<file path="config.mk">
export PLATFORM = sky130hd
export DESIGN_NAME = heat_cool_ctrl
export DESIGN_NICKNAME = d
export VERILOG_FILES = /design/src/rtl/hc_alarm_pkg.sv /design/src/rtl/alarm_channel.sv /design/src/rtl/heat_cool_split.sv /design/src/rtl/heat_cool_ctrl.sv
export SDC_FILE = /design/constraint.sdc
export NUM_CORES = 2
export LEC_CHECK = 0
export ABC_AREA = 0
export BUFFER_PORTS_ARGS = -buffer_cell sky130_fd_sc_hd__buf_2
export CAP_MARGIN = 30
export CORE_ASPECT_RATIO = 1.1
export CORE_MARGIN = 10
export CORE_UTILIZATION = 67
export CTS_CLUSTER_SIZE = 12
export DETAILED_ROUTE_END_ITERATION = 16
export HOLD_SLACK_MARGIN = 0.06
export PLACE_DENSITY = 0.95
export REMOVE_ABC_BUFFERS = 1
export SLEW_MARGIN = 20
export SYNTH_ARGS = -nofsm -noshare
export SYNTH_HDL_FRONTEND = slang
export SYNTH_HIERARCHICAL = 1
export SYNTH_SLANG_ARGS = --single-unit
</file>
<file path="constraint.sdc">
create_clock -name hclk -period 175.1 [get_ports hclk]
set_input_delay 26.265 -clock hclk [delete_from_list [all_inputs] [get_ports hclk]]
set_output_delay 26.265 -clock hclk [all_outputs]
set_load 0.01 [all_outputs]
</file>
<file path="src/rtl/hc_alarm_pkg.sv">
// Package: register map, encodings and timing constants of the heat-cool alarm logic
package hc_alarm_pkg;

  // Bus register byte offsets
  localparam logic [7:0] OFS_CTRL      = 8'h00;
  localparam logic [7:0] OFS_BAND      = 8'h04;
  localparam logic [7:0] OFS_ALM1      = 8'h08;
  localparam logic [7:0] OFS_ALM2      = 8'h0c;
  localparam logic [7:0] OFS_LVL1      = 8'h10;
  localparam logic [7:0] OFS_LVL2      = 8'h14;
  localparam logic [7:0] OFS_SETPT     = 8'h18;
  localparam logic [7:0] OFS_PV1       = 8'h1c;
  localparam logic [7:0] OFS_PV2       = 8'h20;
  localparam logic [7:0] OFS_DWELL     = 8'h24;
  localparam logic [7:0] OFS_DEMAND    = 8'h28;
  localparam logic [7:0] OFS_STATUS    = 8'h2c;
  localparam logic [7:0] OFS_ALMRST    = 8'h30;

  // Control register fields
  localparam int CTRL_DIRECT    = 0;
  localparam int CTRL_SEC_COOL  = 1;
  localparam int CTRL_PB2_SEL   = 2;
  localparam int CTRL_HEAT_ONOFF = 3;
  localparam int CTRL_COOL_ONOFF = 4;
  localparam int CTRL_PRI_LIN   = 5;
  localparam int CTRL_SEC_LIN   = 6;
  localparam int CTRL_W         = 7;

  // Field positions inside the band register
  localparam int BAND_CPB_LSB = 0;
  localparam int BAND_DB_LSB  = 8;
  localparam int BAND_PB1_LSB = 16;
  localparam int BAND_PB2_LSB = 24;

  // Field positions inside alarm configuration registers
  localparam int ALM_FN_LSB  = 0;
  localparam int ALM_MD_LSB  = 4;
  localparam int ALM_HY_LSB  = 8;
  localparam int ALM_DV_LSB  = 16;

  // Limits of settings
  localparam logic [7:0]  CPB_MIN  = 8'h01;
  localparam logic [7:0]  CPB_MAX  = 8'hff;
  localparam logic [7:0]  CPB_RST  = 8'h64;
  localparam logic signed [9:0] DB_LIM = 10'sd360;
  localparam logic [15:0] DWELL_MAX = 16'hffff;

  // Alarm functions
  typedef enum logic [3:0] {
    first_value_high_alarm  = 4'h0,
    first_value_low_alarm   = 4'h1,
    second_value_high_alarm = 4'h2,
    second_value_low_alarm  = 4'h3,
    either_value_high_alarm = 4'h4,
    either_value_low_alarm  = 4'h5,
    difference_high_alarm   = 4'h6,
    difference_low_alarm    = 4'h7,
    deviation_high_alarm    = 4'h8,
    deviation_low_alarm     = 4'h9,
    dwell_timer_function    = 4'ha,
    alarm_off               = 4'hf
  } alarm_fn_t;

  // Alarm modes
  typedef enum logic [1:0] {
    normal_alarm_mode     = 2'b00,
    latching_alarm_mode   = 2'b01,
    holding_alarm_mode    = 2'b10,
    latch_hold_alarm_mode = 2'b11
  } alarm_mode_t;

  // Configuration error code for two dwell timers
  localparam logic [7:0] ERR_TWO_TIMERS = 8'h07;

  // Dwell tick: one tenth of a minute
  localparam int  TICK_MS   = 6000;
  localparam int  CLK_MHZ   = 125;
  localparam longint TICK_CYCLES = longint'(TICK_MS) * 1000 * CLK_MHZ;

endpackage : hc_alarm_pkg

</file>
<file path="src/rtl/alarm_channel.sv">
// One alarm channel: process, deviation or dwell timer with latch/hold modes
`timescale 1ns/1ns
module alarm_channel #(
  parameter int W = 16
) (
  // Clock and reset
  input  wire logic                  hclk,
  input  wire logic                  hresetn,
  // Configuration
  input  wire logic [3:0]            fn,
  input  wire logic [1:0]            mode,
  input  wire logic signed [W-1:0]   level,
  input  wire logic signed [W-1:0]   deviation,
  input  wire logic [7:0]            hysteresis,
  input  wire logic [15:0]           dwell_time,
  // Process state
  input  wire logic signed [W-1:0]   pv1,
  input  wire logic signed [W-1:0]   pv2,
  input  wire logic signed [W-1:0]   sp1,
  input  wire logic                  sp_reached,
  input  wire logic                  tick,
  input  wire logic                  alarm_reset,
  // Output
  output logic                       alarm_out,
  output logic [15:0]                dwell_count
);

  localparam logic [1:0] LATCH_BIT = 2'b01;
  localparam logic [1:0] HOLD_BIT  = 2'b10;

  logic signed [W:0] hi_thr, lo_thr, ref_lvl, diff, half;
  logic signed [W:0] p1, p2;
  logic              cond_on, cond_off;
  logic              cond_reg, armed_reg, latch_reg, timed_out_reg, run_reg;

  // Thresholds: reference plus or minus half hysteresis
  always_comb begin
    p1   = (W+1)'(pv1);
    p2   = (W+1)'(pv2);
    diff = p1 - p2;
    half = (W+1)'({1'b0, hysteresis} >> 1);
    if (fn == hc_alarm_pkg::deviation_high_alarm ||
        fn == hc_alarm_pkg::deviation_low_alarm)
      ref_lvl = (W+1)'(sp1) + (W+1)'(deviation);
    else
      ref_lvl = (W+1)'(level);
    hi_thr = ref_lvl + half;
    lo_thr = ref_lvl - half;
  end

  // Condition on and off tests per function
  always_comb begin
    cond_on  = 1'b0;
    cond_off = 1'b0;
    unique case (fn)
      hc_alarm_pkg::first_value_high_alarm,
      hc_alarm_pkg::deviation_high_alarm: begin
        cond_on  = p1 > hi_thr;
        cond_off = p1 < lo_thr;
      end
      hc_alarm_pkg::first_value_low_alarm,
      hc_alarm_pkg::deviation_low_alarm: begin
        cond_on  = p1 < lo_thr;
        cond_off = p1 > hi_thr;
      end
      hc_alarm_pkg::second_value_high_alarm: begin
        cond_on  = p2 > hi_thr;
        cond_off = p2 < lo_thr;
      end
      hc_alarm_pkg::second_value_low_alarm: begin
        cond_on  = p2 < lo_thr;
        cond_off = p2 > hi_thr;
      end
      hc_alarm_pkg::either_value_high_alarm: begin
        cond_on  = (p1 > hi_thr) || (p2 > hi_thr);
        cond_off = (p1 < lo_thr) && (p2 < lo_thr);
      end
      hc_alarm_pkg::either_value_low_alarm: begin
        cond_on  = (p1 < lo_thr) || (p2 < lo_thr);
        cond_off = (p1 > hi_thr) && (p2 > hi_thr);
      end
      hc_alarm_pkg::difference_high_alarm: begin
        cond_on  = diff > hi_thr;
        cond_off = diff < lo_thr;
      end
      hc_alarm_pkg::difference_low_alarm: begin
        cond_on  = diff < lo_thr;
        cond_off = diff > hi_thr;
      end
      default: begin
        cond_on  = 1'b0;
        cond_off = 1'b1;
      end
    endcase
  end

  // Hysteretic alarm condition
  always_ff @(posedge hclk or negedge hresetn) begin
    if (!hresetn) cond_reg <= 1'b0;
    else if (cond_on) cond_reg <= 1'b1;
    else if (cond_off) cond_reg <= 1'b0;
  end

  // Holding: armed once the set point is first reached
  always_ff @(posedge hclk or negedge hresetn) begin
    if (!hresetn) armed_reg <= 1'b0;
    else if (sp_reached) armed_reg <= 1'b1;
  end

  // Latch: set wins over the reset event
  always_ff @(posedge hclk or negedge hresetn) begin
    if (!hresetn) latch_reg <= 1'b0;
    else if (cond_reg && ((mode & LATCH_BIT) != 2'b00)) latch_reg <= 1'b1;
    else if (alarm_reset) latch_reg <= 1'b0;
  end

  // Dwell timer: starts at zero on set point, counts tenths of minutes
  always_ff @(posedge hclk or negedge hresetn) begin
    if (!hresetn) begin
      run_reg       <= 1'b0;
      dwell_count   <= 16'h0000;
      timed_out_reg <= 1'b0;
    end else if (fn != hc_alarm_pkg::dwell_timer_function) begin
      run_reg       <= 1'b0;
      dwell_count   <= 16'h0000;
      timed_out_reg <= 1'b0;
    end else if (!run_reg && !timed_out_reg && sp_reached) begin
      run_reg     <= 1'b1;
      dwell_count <= 16'h0000;
    end else if (run_reg) begin
      if (dwell_count >= dwell_time) begin
        run_reg       <= 1'b0;
        timed_out_reg <= 1'b1;
      end else if (tick) begin
        dwell_count <= dwell_count + 16'h0001;
      end
    end
  end

  // Output: dwell timer and alarm off ignore mode others apply mode
  always_comb begin
    if (fn == hc_alarm_pkg::dwell_timer_function)
      alarm_out = timed_out_reg;
    else if (fn == hc_alarm_pkg::alarm_off)
      alarm_out = 1'b0;
    else if (((mode & HOLD_BIT) != 2'b00) && !armed_reg)
      alarm_out = 1'b0;
    else if ((mode & LATCH_BIT) != 2'b00)
      alarm_out = cond_reg | latch_reg;
    else
      alarm_out = cond_reg;
  end

endmodule // alarm_channel

</file>
<file path="src/rtl/heat_cool_split.sv">
// Splits a signed control demand into heat and cool outputs
`timescale 1ns/1ns
module heat_cool_split #(
  parameter int W = 16
) (
  // Settings
  input  wire logic signed [W-1:0] error,
  input  wire logic [7:0]          band,
  input  wire logic [7:0]          cooling_band_percent,
  input  wire logic signed [9:0]   dead_band,
  input  wire logic                heat_onoff,
  input  wire logic                cool_onoff,
  // Demands, 0 to 1000 per mille
  output logic [9:0]               heat_demand,
  output logic [9:0]               cool_demand
);

  localparam int FULL = 1000;

  logic signed [31:0] e, db_off, heat_e, cool_e, pb_h, pb_c, h, c;

  // Error is set point minus process value, scaled in tenths
  always_comb begin
    e      = 32'(error);
    pb_h   = (band == 8'h00) ? 32'sd1 : 32'(band) * 32'sd10;
    pb_c   = (pb_h * 32'($unsigned(cooling_band_percent))) / 32'sd100;
    if (pb_c == 32'sd0) pb_c = 32'sd1;
    // Dead band in tenths of percent of the active band
    db_off = (pb_h * 32'(dead_band)) / 32'sd1000;
    heat_e = e - db_off / 32'sd2;
    cool_e = -e - db_off / 32'sd2;
    h = (heat_e * 32'sd1000) / pb_h;
    c = (cool_e * 32'sd1000) / pb_c;
    if (heat_onoff) h = (heat_e > 32'sd0) ? FULL : 0;
    if (cool_onoff) c = (cool_e > 32'sd0) ? FULL : 0;
    // Negative dead band lets both be active positive keeps both off
    heat_demand = (h <= 0) ? 10'h000 : (h >= FULL) ? 10'(FULL) : 10'(h);
    cool_demand = (c <= 0) ? 10'h000 : (c >= FULL) ? 10'(FULL) : 10'(c);
  end

endmodule // heat_cool_split

</file>
<file path="src/rtl/heat_cool_ctrl.sv">
// Heat-cool output steering and two alarm channels behind an AHB-Lite slave
//
// Chosen here: the address map and register access over AHB-Lite.
`timescale 1ns/1ns
module heat_cool_ctrl #(
  parameter int     W           = 16,
  parameter longint TICK_CYCLES = hc_alarm_pkg::TICK_CYCLES
) (
  // AHB-Lite slave
  input  wire logic        hclk,
  input  wire logic        hresetn,
  input  wire logic        hsel,
  input  wire logic [31:0] haddr,
  input  wire logic [1:0]  htrans,
  input  wire logic        hwrite,
  input  wire logic [2:0]  hsize,
  input  wire logic [31:0] hwdata,
  input  wire logic        hready,
  output logic             hreadyout,
  output logic             hresp,
  output logic [31:0]      hrdata,
  // Event input with alarm reset function selected
  input  wire logic        event_input_function,
  // Actuator outputs
  output logic [9:0]       primary_demand,
  output logic [9:0]       secondary_demand,
  output logic             primary_linear,
  output logic             secondary_linear,
  output logic             alarm_one_out,
  output logic             alarm_two_out,
  output logic [7:0]       error_code
);

  logic [hc_alarm_pkg::CTRL_W-1:0] ctrl_reg;
  logic [7:0]          cpb_reg, pb1_reg, pb2_reg;
  logic signed [9:0]   db_reg;
  logic [31:0]         alm1_reg, alm2_reg;
  logic signed [W-1:0] lvl1_reg, lvl2_reg, sp_reg, pv1_reg, pv2_reg;
  logic [15:0]         dwell_reg;
  logic                wr_pend_reg;
  logic [7:0]          wr_addr_reg;
  logic                sp_reached_reg, ev_d_reg, tick_reg;
  logic [39:0]         tick_cnt_reg;
  logic [15:0]         cnt1, cnt2;
  logic [9:0]          heat_d, cool_d;
  logic [7:0]          cpb_w;
  logic signed [9:0]   db_w;
  logic                alarm_reset, dual_timer;
  logic [7:0]          act_band;

  assign hreadyout = 1'b1;
  assign hresp     = 1'b0;

  // Address phase capture of writes
  always_ff @(posedge hclk or negedge hresetn) begin
    if (!hresetn) begin
      wr_pend_reg <= 1'b0;
      wr_addr_reg <= 8'h00;
    end else if (hready) begin
      wr_pend_reg <= hsel && htrans[1] && hwrite;
      wr_addr_reg <= haddr[7:0];
    end
  end

  // Clamp written cooling band and dead band settings to their legal ranges
  always_comb begin
    cpb_w = hwdata[hc_alarm_pkg::BAND_CPB_LSB +: 8];
    if (cpb_w < hc_alarm_pkg::CPB_MIN) cpb_w = hc_alarm_pkg::CPB_MIN;
    db_w = hwdata[hc_alarm_pkg::BAND_DB_LSB +: 10];
    if (db_w > hc_alarm_pkg::DB_LIM) db_w = hc_alarm_pkg::DB_LIM;
    if (db_w < -hc_alarm_pkg::DB_LIM) db_w = -hc_alarm_pkg::DB_LIM;
  end

  // Register writes; band setting only changes on software write
  always_ff @(posedge hclk or negedge hresetn) begin
    if (!hresetn) begin
      ctrl_reg  <= '0;
      cpb_reg   <= hc_alarm_pkg::CPB_RST;
      db_reg    <= '0;
      pb1_reg   <= '0;
      pb2_reg   <= '0;
      alm1_reg  <= 32'h0000_000f;
      alm2_reg  <= 32'h0000_000f;
      lvl1_reg  <= '0;
      lvl2_reg  <= '0;
      sp_reg    <= '0;
      pv1_reg   <= '0;
      pv2_reg   <= '0;
      dwell_reg <= '0;
    end else if (wr_pend_reg) begin
      unique case (wr_addr_reg)
        hc_alarm_pkg::OFS_CTRL:  ctrl_reg <= hwdata[hc_alarm_pkg::CTRL_W-1:0];
        hc_alarm_pkg::OFS_BAND: begin
          cpb_reg <= cpb_w;
          db_reg  <= db_w;
          pb1_reg <= hwdata[hc_alarm_pkg::BAND_PB1_LSB +: 8];
          pb2_reg <= hwdata[hc_alarm_pkg::BAND_PB2_LSB +: 8];
        end
        hc_alarm_pkg::OFS_ALM1:  alm1_reg  <= hwdata;
        hc_alarm_pkg::OFS_ALM2:  alm2_reg  <= hwdata;
        hc_alarm_pkg::OFS_LVL1:  lvl1_reg  <= hwdata[W-1:0];
        hc_alarm_pkg::OFS_LVL2:  lvl2_reg  <= hwdata[W-1:0];
        hc_alarm_pkg::OFS_SETPT: sp_reg    <= hwdata[W-1:0];
        hc_alarm_pkg::OFS_PV1:   pv1_reg   <= hwdata[W-1:0];
        hc_alarm_pkg::OFS_PV2:   pv2_reg   <= hwdata[W-1:0];
        hc_alarm_pkg::OFS_DWELL: dwell_reg <= hwdata[15:0];
        default: ;
      endcase
    end
  end

  // Alarm reset from event input edge or software strobe
  always_ff @(posedge hclk or negedge hresetn) begin
    if (!hresetn) ev_d_reg <= 1'b0;
    else ev_d_reg <= event_input_function;
  end
  assign alarm_reset = (event_input_function && !ev_d_reg) ||
                       (wr_pend_reg && wr_addr_reg == hc_alarm_pkg::OFS_ALMRST
                        && hwdata[0]);

  // Process has reached the set point (from below, or from above when direct is set)
  always_ff @(posedge hclk or negedge hresetn) begin
    if (!hresetn) sp_reached_reg <= 1'b0;
    else sp_reached_reg <= ctrl_reg[hc_alarm_pkg::CTRL_DIRECT] ?
                           (pv1_reg <= sp_reg) : (pv1_reg >= sp_reg);
  end

  // Tenth-of-a-minute tick generator
  always_ff @(posedge hclk or negedge hresetn) begin
    if (!hresetn) begin
      tick_cnt_reg <= '0;
      tick_reg     <= 1'b0;
    end else if (tick_cnt_reg >= 40'(TICK_CYCLES - 1)) begin
      tick_cnt_reg <= '0;
      tick_reg     <= 1'b1;
    end else begin
      tick_cnt_reg <= tick_cnt_reg + 40'h1;
      tick_reg     <= 1'b0;
    end
  end

  // Two alarm channels
  generate
    for (genvar i = 0; i < 2; i++) begin : g_alm
      logic [31:0] cfg;
      logic        out;
      logic [15:0] cnt;
      assign cfg = (i == 0) ? alm1_reg : alm2_reg;
      alarm_channel #(.W(W)) u_ch (
        .hclk        (hclk),
        .hresetn     (hresetn),
        .fn          (cfg[hc_alarm_pkg::ALM_FN_LSB +: 4]),
        .mode        (cfg[hc_alarm_pkg::ALM_MD_LSB +: 2]),
        .level       ((i == 0) ? lvl1_reg : lvl2_reg),
        .deviation   (W'($signed(cfg[hc_alarm_pkg::ALM_DV_LSB +: 16]))),
        .hysteresis  (cfg[hc_alarm_pkg::ALM_HY_LSB +: 8]),
        .dwell_time  (dwell_reg),
        .pv1         (pv1_reg),
        .pv2         (pv2_reg),
        .sp1         (sp_reg),
        .sp_reached  (sp_reached_reg),
        .tick        (tick_reg),
        .alarm_reset (alarm_reset),
        .alarm_out   (out),
        .dwell_count (cnt)
      );
    end
  endgenerate
  assign cnt1 = g_alm[0].cnt;
  assign cnt2 = g_alm[1].cnt;
  // Alarm relays: driven straight from the two alarm channel outputs
  assign alarm_one_out = g_alm[0].out;
  assign alarm_two_out = g_alm[1].out;

  // Two dwell timers is a configuration error
  assign dual_timer =
    (alm1_reg[3:0] == hc_alarm_pkg::dwell_timer_function) &&
    (alm2_reg[3:0] == hc_alarm_pkg::dwell_timer_function);
  assign error_code = dual_timer ? hc_alarm_pkg::ERR_TWO_TIMERS : 8'h00;

  // Active heating band: first or second
  assign act_band = ctrl_reg[hc_alarm_pkg::CTRL_PB2_SEL] ? pb2_reg : pb1_reg;

  heat_cool_split #(.W(W)) u_split (
    .error       (sp_reg - pv1_reg),
    .band        (act_band),
    .cooling_band_percent         (cpb_reg),
    .dead_band   (db_reg),
    .heat_onoff  (ctrl_reg[hc_alarm_pkg::CTRL_HEAT_ONOFF] ||
                  act_band == 8'h00),
    .cool_onoff  (ctrl_reg[hc_alarm_pkg::CTRL_COOL_ONOFF] ||
                  act_band == 8'h00),
    .heat_demand (heat_d),
    .cool_demand (cool_d)
  );

  // Output steering across the four combinations
  always_ff @(posedge hclk or negedge hresetn) begin
    if (!hresetn) begin
      primary_demand   <= '0;
      secondary_demand <= '0;
    end else begin
      primary_demand   <= ctrl_reg[hc_alarm_pkg::CTRL_DIRECT] ?
                          cool_d : heat_d;
      secondary_demand <= ctrl_reg[hc_alarm_pkg::CTRL_SEC_COOL] ?
                          cool_d : 10'h000;
    end
  end

  // Linear outputs take no proportioning cycle
  assign primary_linear   = ctrl_reg[hc_alarm_pkg::CTRL_PRI_LIN];
  assign secondary_linear = ctrl_reg[hc_alarm_pkg::CTRL_SEC_LIN];

  // Read data in the data phase
  always_ff @(posedge hclk or negedge hresetn) begin
    if (!hresetn) hrdata <= '0;
    else if (hready && hsel && htrans[1] && !hwrite) begin
      unique case (haddr[7:0])
        hc_alarm_pkg::OFS_CTRL:   hrdata <= 32'(ctrl_reg);
        hc_alarm_pkg::OFS_BAND:   hrdata <= {pb2_reg, pb1_reg,
                                             db_reg[7:0], cpb_reg};
        hc_alarm_pkg::OFS_ALM1:   hrdata <= alm1_reg;
        hc_alarm_pkg::OFS_ALM2:   hrdata <= alm2_reg;
        hc_alarm_pkg::OFS_LVL1:   hrdata <= 32'($signed(lvl1_reg));
        hc_alarm_pkg::OFS_LVL2:   hrdata <= 32'($signed(lvl2_reg));
        hc_alarm_pkg::OFS_SETPT:  hrdata <= 32'($signed(sp_reg));
        hc_alarm_pkg::OFS_PV1:    hrdata <= 32'($signed(pv1_reg));
        hc_alarm_pkg::OFS_PV2:    hrdata <= 32'($signed(pv2_reg));
        hc_alarm_pkg::OFS_DWELL:  hrdata <= {cnt2, cnt1};
        hc_alarm_pkg::OFS_DEMAND: hrdata <= {6'h00, secondary_demand,
                                             6'h00, primary_demand};
        hc_alarm_pkg::OFS_STATUS: hrdata <= {21'h0, sp_reached_reg,
                                             alarm_two_out, alarm_one_out,
                                             error_code};
        default:                  hrdata <= 32'h0000_0000;
      endcase
    end
  end

endmodule // heat_cool_ctrl

</file>
-- Word level (Yosys, flattened, before mapping)
Cells that the tools add are included.
- div/mod/pow operators: 4
- add/sub/neg operators: 15
- reduce and logical (&&, ||, !) cells: 73
- magnitude comparators: 26
- equal/unequal tests: 49
- bitwise gates (word level): 3
- multipliers: 5
- muxes and demuxes: 68
- operators by type and width (cell ; count):
    32-bit one-hot mux with 12 select lines ; 1
    16-bit 2-to-1 mux ; 10
    10-bit 2-to-1 mux ; 10
    32-bit 2-to-1 mux ; 3
    16-bit by 17-bit > comparator with 1-bit output ; 4
    16-bit by 17-bit less-than comparator with 1-bit output ; 4
    32-bit by 32-bit divider with 32-bit output ; 2
    8-bit by 5-bit equality test with 1-bit output, second input constant ; 8
    32-bit by 11-bit greater-or-equal comparator with 1-bit output, second input constant ; 2
    32-bit by 1-bit > comparator with 1-bit output, second input constant ; 2
    32-bit by 1-bit <= comparator with 1-bit output, second input constant ; 2
    32-bit by 8-bit multiplier with 29-bit output, second input constant ; 2
    8-bit by 6-bit equality test with 1-bit output, second input constant ; 7
    16-bit greater-or-equal comparator ; 3
    40-bit by 1-bit adder with 40-bit output, second input constant ; 1
    40-bit by 30-bit greater-or-equal comparator with 1-bit output, second input constant ; 1
    40-bit 2-to-1 mux ; 1
    16-bit by 16-bit adder with 17-bit output ; 2
    17-bit by 8-bit adder with 17-bit output ; 2
    17-bit > comparator ; 2
    17-bit less-than comparator ; 2
    17-bit 2-to-1 mux ; 2
    17-bit by 8-bit subtractor with 17-bit output ; 2
    1-bit 2-to-1 mux ; 33
    other kinds (42) ; 135
- register bits: 346

-- Logic depth before layout (Yosys ltp)
- word-level depth: 15
- gate-level depth with buffers: 733
- gate-level depth less buffers: 670

-- Modules after synthesis
Netlist, hierarchy kept.
- by module, submodules not included (module ; times used ; area an instance (um^2) ; cells an instance):
    heat_cool_split ; 1 ; 70829.2 ; 9820
    heat_cool_ctrl ; 1 ; 14809.2 ; 1295
    alarm_channel ; 2 ; 6411.1 ; 828

-- Worst setup path after synthesis
Ideal clock, no wire load.
- kind: register to register
- start: register ctrl_reg[2] (netlist bit)
- end: register primary_demand[0]
- data required time: 175.035 ns
- slack: 43.940 ns
- cell stages (with the launch flop): 710
- setup time: 0.065 ns
- data arrival time: 131.095 ns
- path through: dfrtp_1 > clkbuf_1 > mux2_2 > ha_1 > ha_1 > fa_1 > a21o_1 > a21o_1 > a21o_1 > a21oi_1 > xnor2_1 > and2_0 > clkbuf_1 > clkbuf_1 > nand2_1 > fa_1 > inv_1 > fa_1 > (+674 left out) > ha_1 > nand2_1 > nor3_1 > and3_1 > and4_1 > o21ai_0 > mux2_2 > nor3_1 > o21ai_0 > or4_1 > a31oi_1 > o21ai_0 > nor3_1 > a31oi_1 > a41oi_1 > nand2_1 > nor3_1 > mux2_2
- word-level cells in the longest chain between the ends: 15
- RTL lines (element ; RTL line ; RTL):
    from (decl) ; heat_cool_ctrl.sv:34 ; logic [hc_alarm_pkg::CTRL_W-1:0] ctrl_reg;
    from (signal assigned) ; heat_cool_ctrl.sv:92 ; hc_alarm_pkg::OFS_CTRL: ctrl_reg <= hwdata[hc_alarm_pkg::CTRL_W-1:0];
    8-bit 2-to-1 mux * ; heat_cool_ctrl.sv:182 ; assign act_band = ctrl_reg[hc_alarm_pkg::CTRL_PB2_SEL] ? pb2_reg : pb1_reg;
    net act_band[1] ; heat_cool_ctrl.sv:49 ; logic [7:0] act_band;
    8-bit by 3-bit multiplier with 11-bit output / 8-bit logical NOT (equally long branches) ; heat_cool_split.sv:25, heat_cool_ctrl.sv:192 ;
    12-bit 2-to-1 mux ; heat_cool_split.sv:25 ; pb_h = (band == 8'h00) ? 32'sd1 : 32'(band) * 32'sd10;
    13-bit by 10-bit multiplier with 23-bit output ; heat_cool_split.sv:29 ; db_off = (pb_h * 32'(dead_band)) / 32'sd1000;
    32-bit by 11-bit divider with 32-bit output ; heat_cool_split.sv:29 ;
    1-bit bitwise AND (no line) ; -- ;
    32-bit by 1-bit adder with 32-bit output (no line) ; -- ;
    32-bit subtractor ; heat_cool_split.sv:31 ; cool_e = -e - db_off / 32'sd2;
    32-bit by 8-bit multiplier with 29-bit output / 32-bit by 1-bit > comparator with 1-bit output (equally long branches) ; heat_cool_split.sv:33, heat_cool_split.sv:35 ;
    32-bit by 32-bit divider with 32-bit output / 10-bit 2-to-1 mux (equally long branches) ; heat_cool_split.sv:33, heat_cool_split.sv:35 ;
    32-bit 2-to-1 mux * ; heat_cool_split.sv:35 ; if (cool_onoff) c = (cool_e > 32'sd0) ? FULL : 0;
    32-bit by 11-bit greater-or-equal comparator with 1-bit output ; heat_cool_split.sv:38 ; cool_demand = (c <= 0) ? 10'h000 : (c >= FULL) ? 10'(FULL) : 10'(c);
    10-bit 2-to-1 mux ; heat_cool_split.sv:38 ;
    10-bit 2-to-1 mux * ; heat_cool_split.sv:38 ;
    net cool_d[0] ; heat_cool_ctrl.sv:45 ; logic [9:0] heat_d, cool_d;
    10-bit 2-to-1 mux * ; heat_cool_ctrl.sv:203 ; primary_demand <= ctrl_reg[hc_alarm_pkg::CTRL_DIRECT] ?
    to (signal assigned) ; heat_cool_ctrl.sv:203 ;
    to (decl) ; heat_cool_ctrl.sv:25 ; output logic [9:0] primary_demand,
Mark *: on every way through the listed nets, which the timed path passes. The rest lies on a longest branch.
A chain may end at the register's enable or synchronous reset.

==> flow_summary.ini <==
[floorplan]
rows = 147
die_x_um = 385.5
coreArea_mm2 = 0.1460
dieArea_mm2 = 0.1627
num_io_pins = 141
die_h_um = 422.1
start_util_pct = 67.42

[clocking]
cts.path.max_buffers = 3
cts_root_buf = clkbuf_16
ctsHoldBuffers = 0
cts_buffers = 36
htreeDepth = 2
clkTransAtPathRegs_ps = 60
cts_resized = 0
clk_latency_ps = 580
cts_setup_buffers = 0
cts_tree = built
cts_sinks = 347

[detailed_routing]
via_per_inst = 6.839
wl_per_cell_um = 23.26
drcViolationCount = 0
wl_um = 341700
ant_nets = 0
dr.pass1.iters = 7
initialDrtViolationCount = 9784
vias = 100500

[critical_path]
crit_required_ps = 175610
worstSetupPathType = register to register
r2r_start = ctrl_reg[2]
start_kind = register
reg2reg_to = primary_demand[4]
cp_common_cell = o21a_1
worstPathArrival_ps = 151810
cpMaxStageDelayCell = and2_1
rr_worst_depth = 650
r2r_slack_ps = 23800
cpPeakStageDelay_ps = 830
crit_path_max_fanout = 76
endpoint_kind = register

[grt]
top_usage_layer = met2
use_met3_pct = 6.087
grtUsageTotal_pct = 39.95
grt_use_met2_pct = 65.90
grt_max_degree = 128
grt_pass1_vias = 98510
antenna_found_initial = 20
grt.met1_usage_pct = 44.81
grt_pass1_wl_um = 529700
grt_overflow_total = 0

[yosys]
synth_top_area_share_pct = 16.99
synth_commonest_cells = ha_1 (1337), nor2_1 (1027), inv_1 (1021)
syn_area_mm2 = 0.09846
ys_seq_area_share_pct = 8.833
synth_seq_cells = 347
synth_area_leader_cell = ha_1
synth_most_common_cell = ha_1
yosys_warnings = 6
synth_edf_count = 0
synthArstFlopShare_pct = 100.0
syn_inst = 12770
yosysUniqueCellTypes = 202
synth_ff_type = dfrtp_1
netlist_top_cells_area = ha_1 (17%), dfrtp_1 (8.5%), fa_1 (6.3%), xnor2_1 (4.9%), a21oi_1 (4.6%)
syn-mean-instance-area_um2 = 7.710

[place]
place_inst = 14590
post-dp-hpwl_um = 275400
port_buffers = 105
gp_congestion = 1.043

[timing]
worst_pin_slew_ps = 1095
fin_crit_sh_pct = 86.41
skew_ps = 37.71
setup_viol = 0
rsz0062_at_grt = no
relSlewSlack_pct = 26.03
tns_ps = 0
period_needed_ps = 151300
clock.fmax_ghz = 0.006609
drv_slew = 0
finalHoldViolCount = 0

[worst_hold_path]
worst_hold_startpoint = g_alm[0].u_ch/armed_reg
holdPathStages = 1
min_path_type = register to register
hold_end = g_alm[0].u_ch/armed_reg

[finish]
synthToLayoutAreaGrowth_pct = 3.603
largest_register_ffs = 40
num-nets-final = 14440
layout-drive-gt1-share_pct = 10.09
instances_no_fill = 14690
final_core_util_pct = 69.85

[job]
cap_violations = 0

[status]
status = finished, final reports clean
[worst max-delay path, delay by kind of cell, from the launching register on]
kind	cells	cell delay [ps]
buffers and inverters	95	10150
DFF	1	730
AOI/OAI and AO/OA	398	89660
muxes	12	4630
adders and majority gates	68	23650
and+or+nand+nor	244	54690
xor gates and xnor gates	6	2560
[kinds of logic (layout without fill, tap and decap cells)]
group,Yosys count,after routing,synth area share (%)
mux,475,475,5.383
simple gates,4327,4327,22.39
other cells,2,33,0.007627
flops,347,347,8.833
fa+ha+maj,1673,1673,23.57
buf+inv,1428,1383,6.225
xor+xnor,898,898,8.213
compound gates,3621,3621,25.38
[cell usage in the layout, fill, tap and decap left out, types with 46 or more instances in the layout]
cell type  netlist  layout
nor2b_1        172     172
o21a_1         515     515
buf_4           24     158
a22oi_1         51      51
dfrtp_1        336     336
or2_2           94      94
and3_1         153     153
and2_1         142     142
nor2_1        1027    1024
a21oi_1        902     899
o22ai_1         46      46
xor2_1         331     330
a21o_1         178     178
nor3_1         609     606
o211ai_1        79      79
nand3_1        263     263
nor4_1          87      85
o21ai_1         54      56
a211oi_1        82      82
xnor2_1        548     544
or3_1          115     115
fa_1           311     311
o21ai_0        539     536
nand4_1        143     143
o21bai_1       123     123
o31ai_1        260     259
a31oi_1        133     133
inv_1         1021    1016
nand2_1        983     982
mux2_2         356     356
ha_1          1337    1337
nand2b_1       133     133
buf_2           45     113
mux2i_1        102     102
[per-stage QoR]
stage	area (um2)	setup slack [ps]	hold WS, ps
after detailed placement	100600	26690	463.1
after global routing	102000	13010	476.6
final	102000	23800	481.2
after global placement	100600	30890	448.1
after floorplan	96280	40520	436.8
after CTS	101700	26160	477.4
[metal layers]
| metal | part of all wire [%] | vias up |
|---|---|---|
| met4 | 10 | 4 |
| met3 | 7.6 | 1568 |
| met1 | 37 | 47720 |
| met5 | 0.0079 | - |
| met2 | 46 | 4771 |
| li1 | - | 46430 |
[worst max path at each step]
stage / end / from / slack (ps)
after floorplan: primary_demand[1] / ctrl_reg[2] / 40520
after global placement: primary_demand[4] / ctrl_reg[2] / 30890
after detailed placement: secondary_demand[0] / ctrl_reg[2] / 26690
after CTS: primary_demand[4] / ctrl_reg[2] / 26160
after global routing: primary_demand[4] / ctrl_reg[2] / 13010
final: primary_demand[4] / ctrl_reg[2] / 23800
[final cells by class]
class                   instances  area [um2]
multi-input cells           11010       83900
fillers                     11690       44030
flip-flops and latches        347        8697
inverters                    1031        3889
well taps                    1937        2424
repair buffers                288        1976
clock buffers                  59        1027
clock inverters                 5       58.81
diodes                         16       40.04
Power is not shown: default switching activity piles up to over one toggle a cycle in this logic, so the estimate is an artifact.
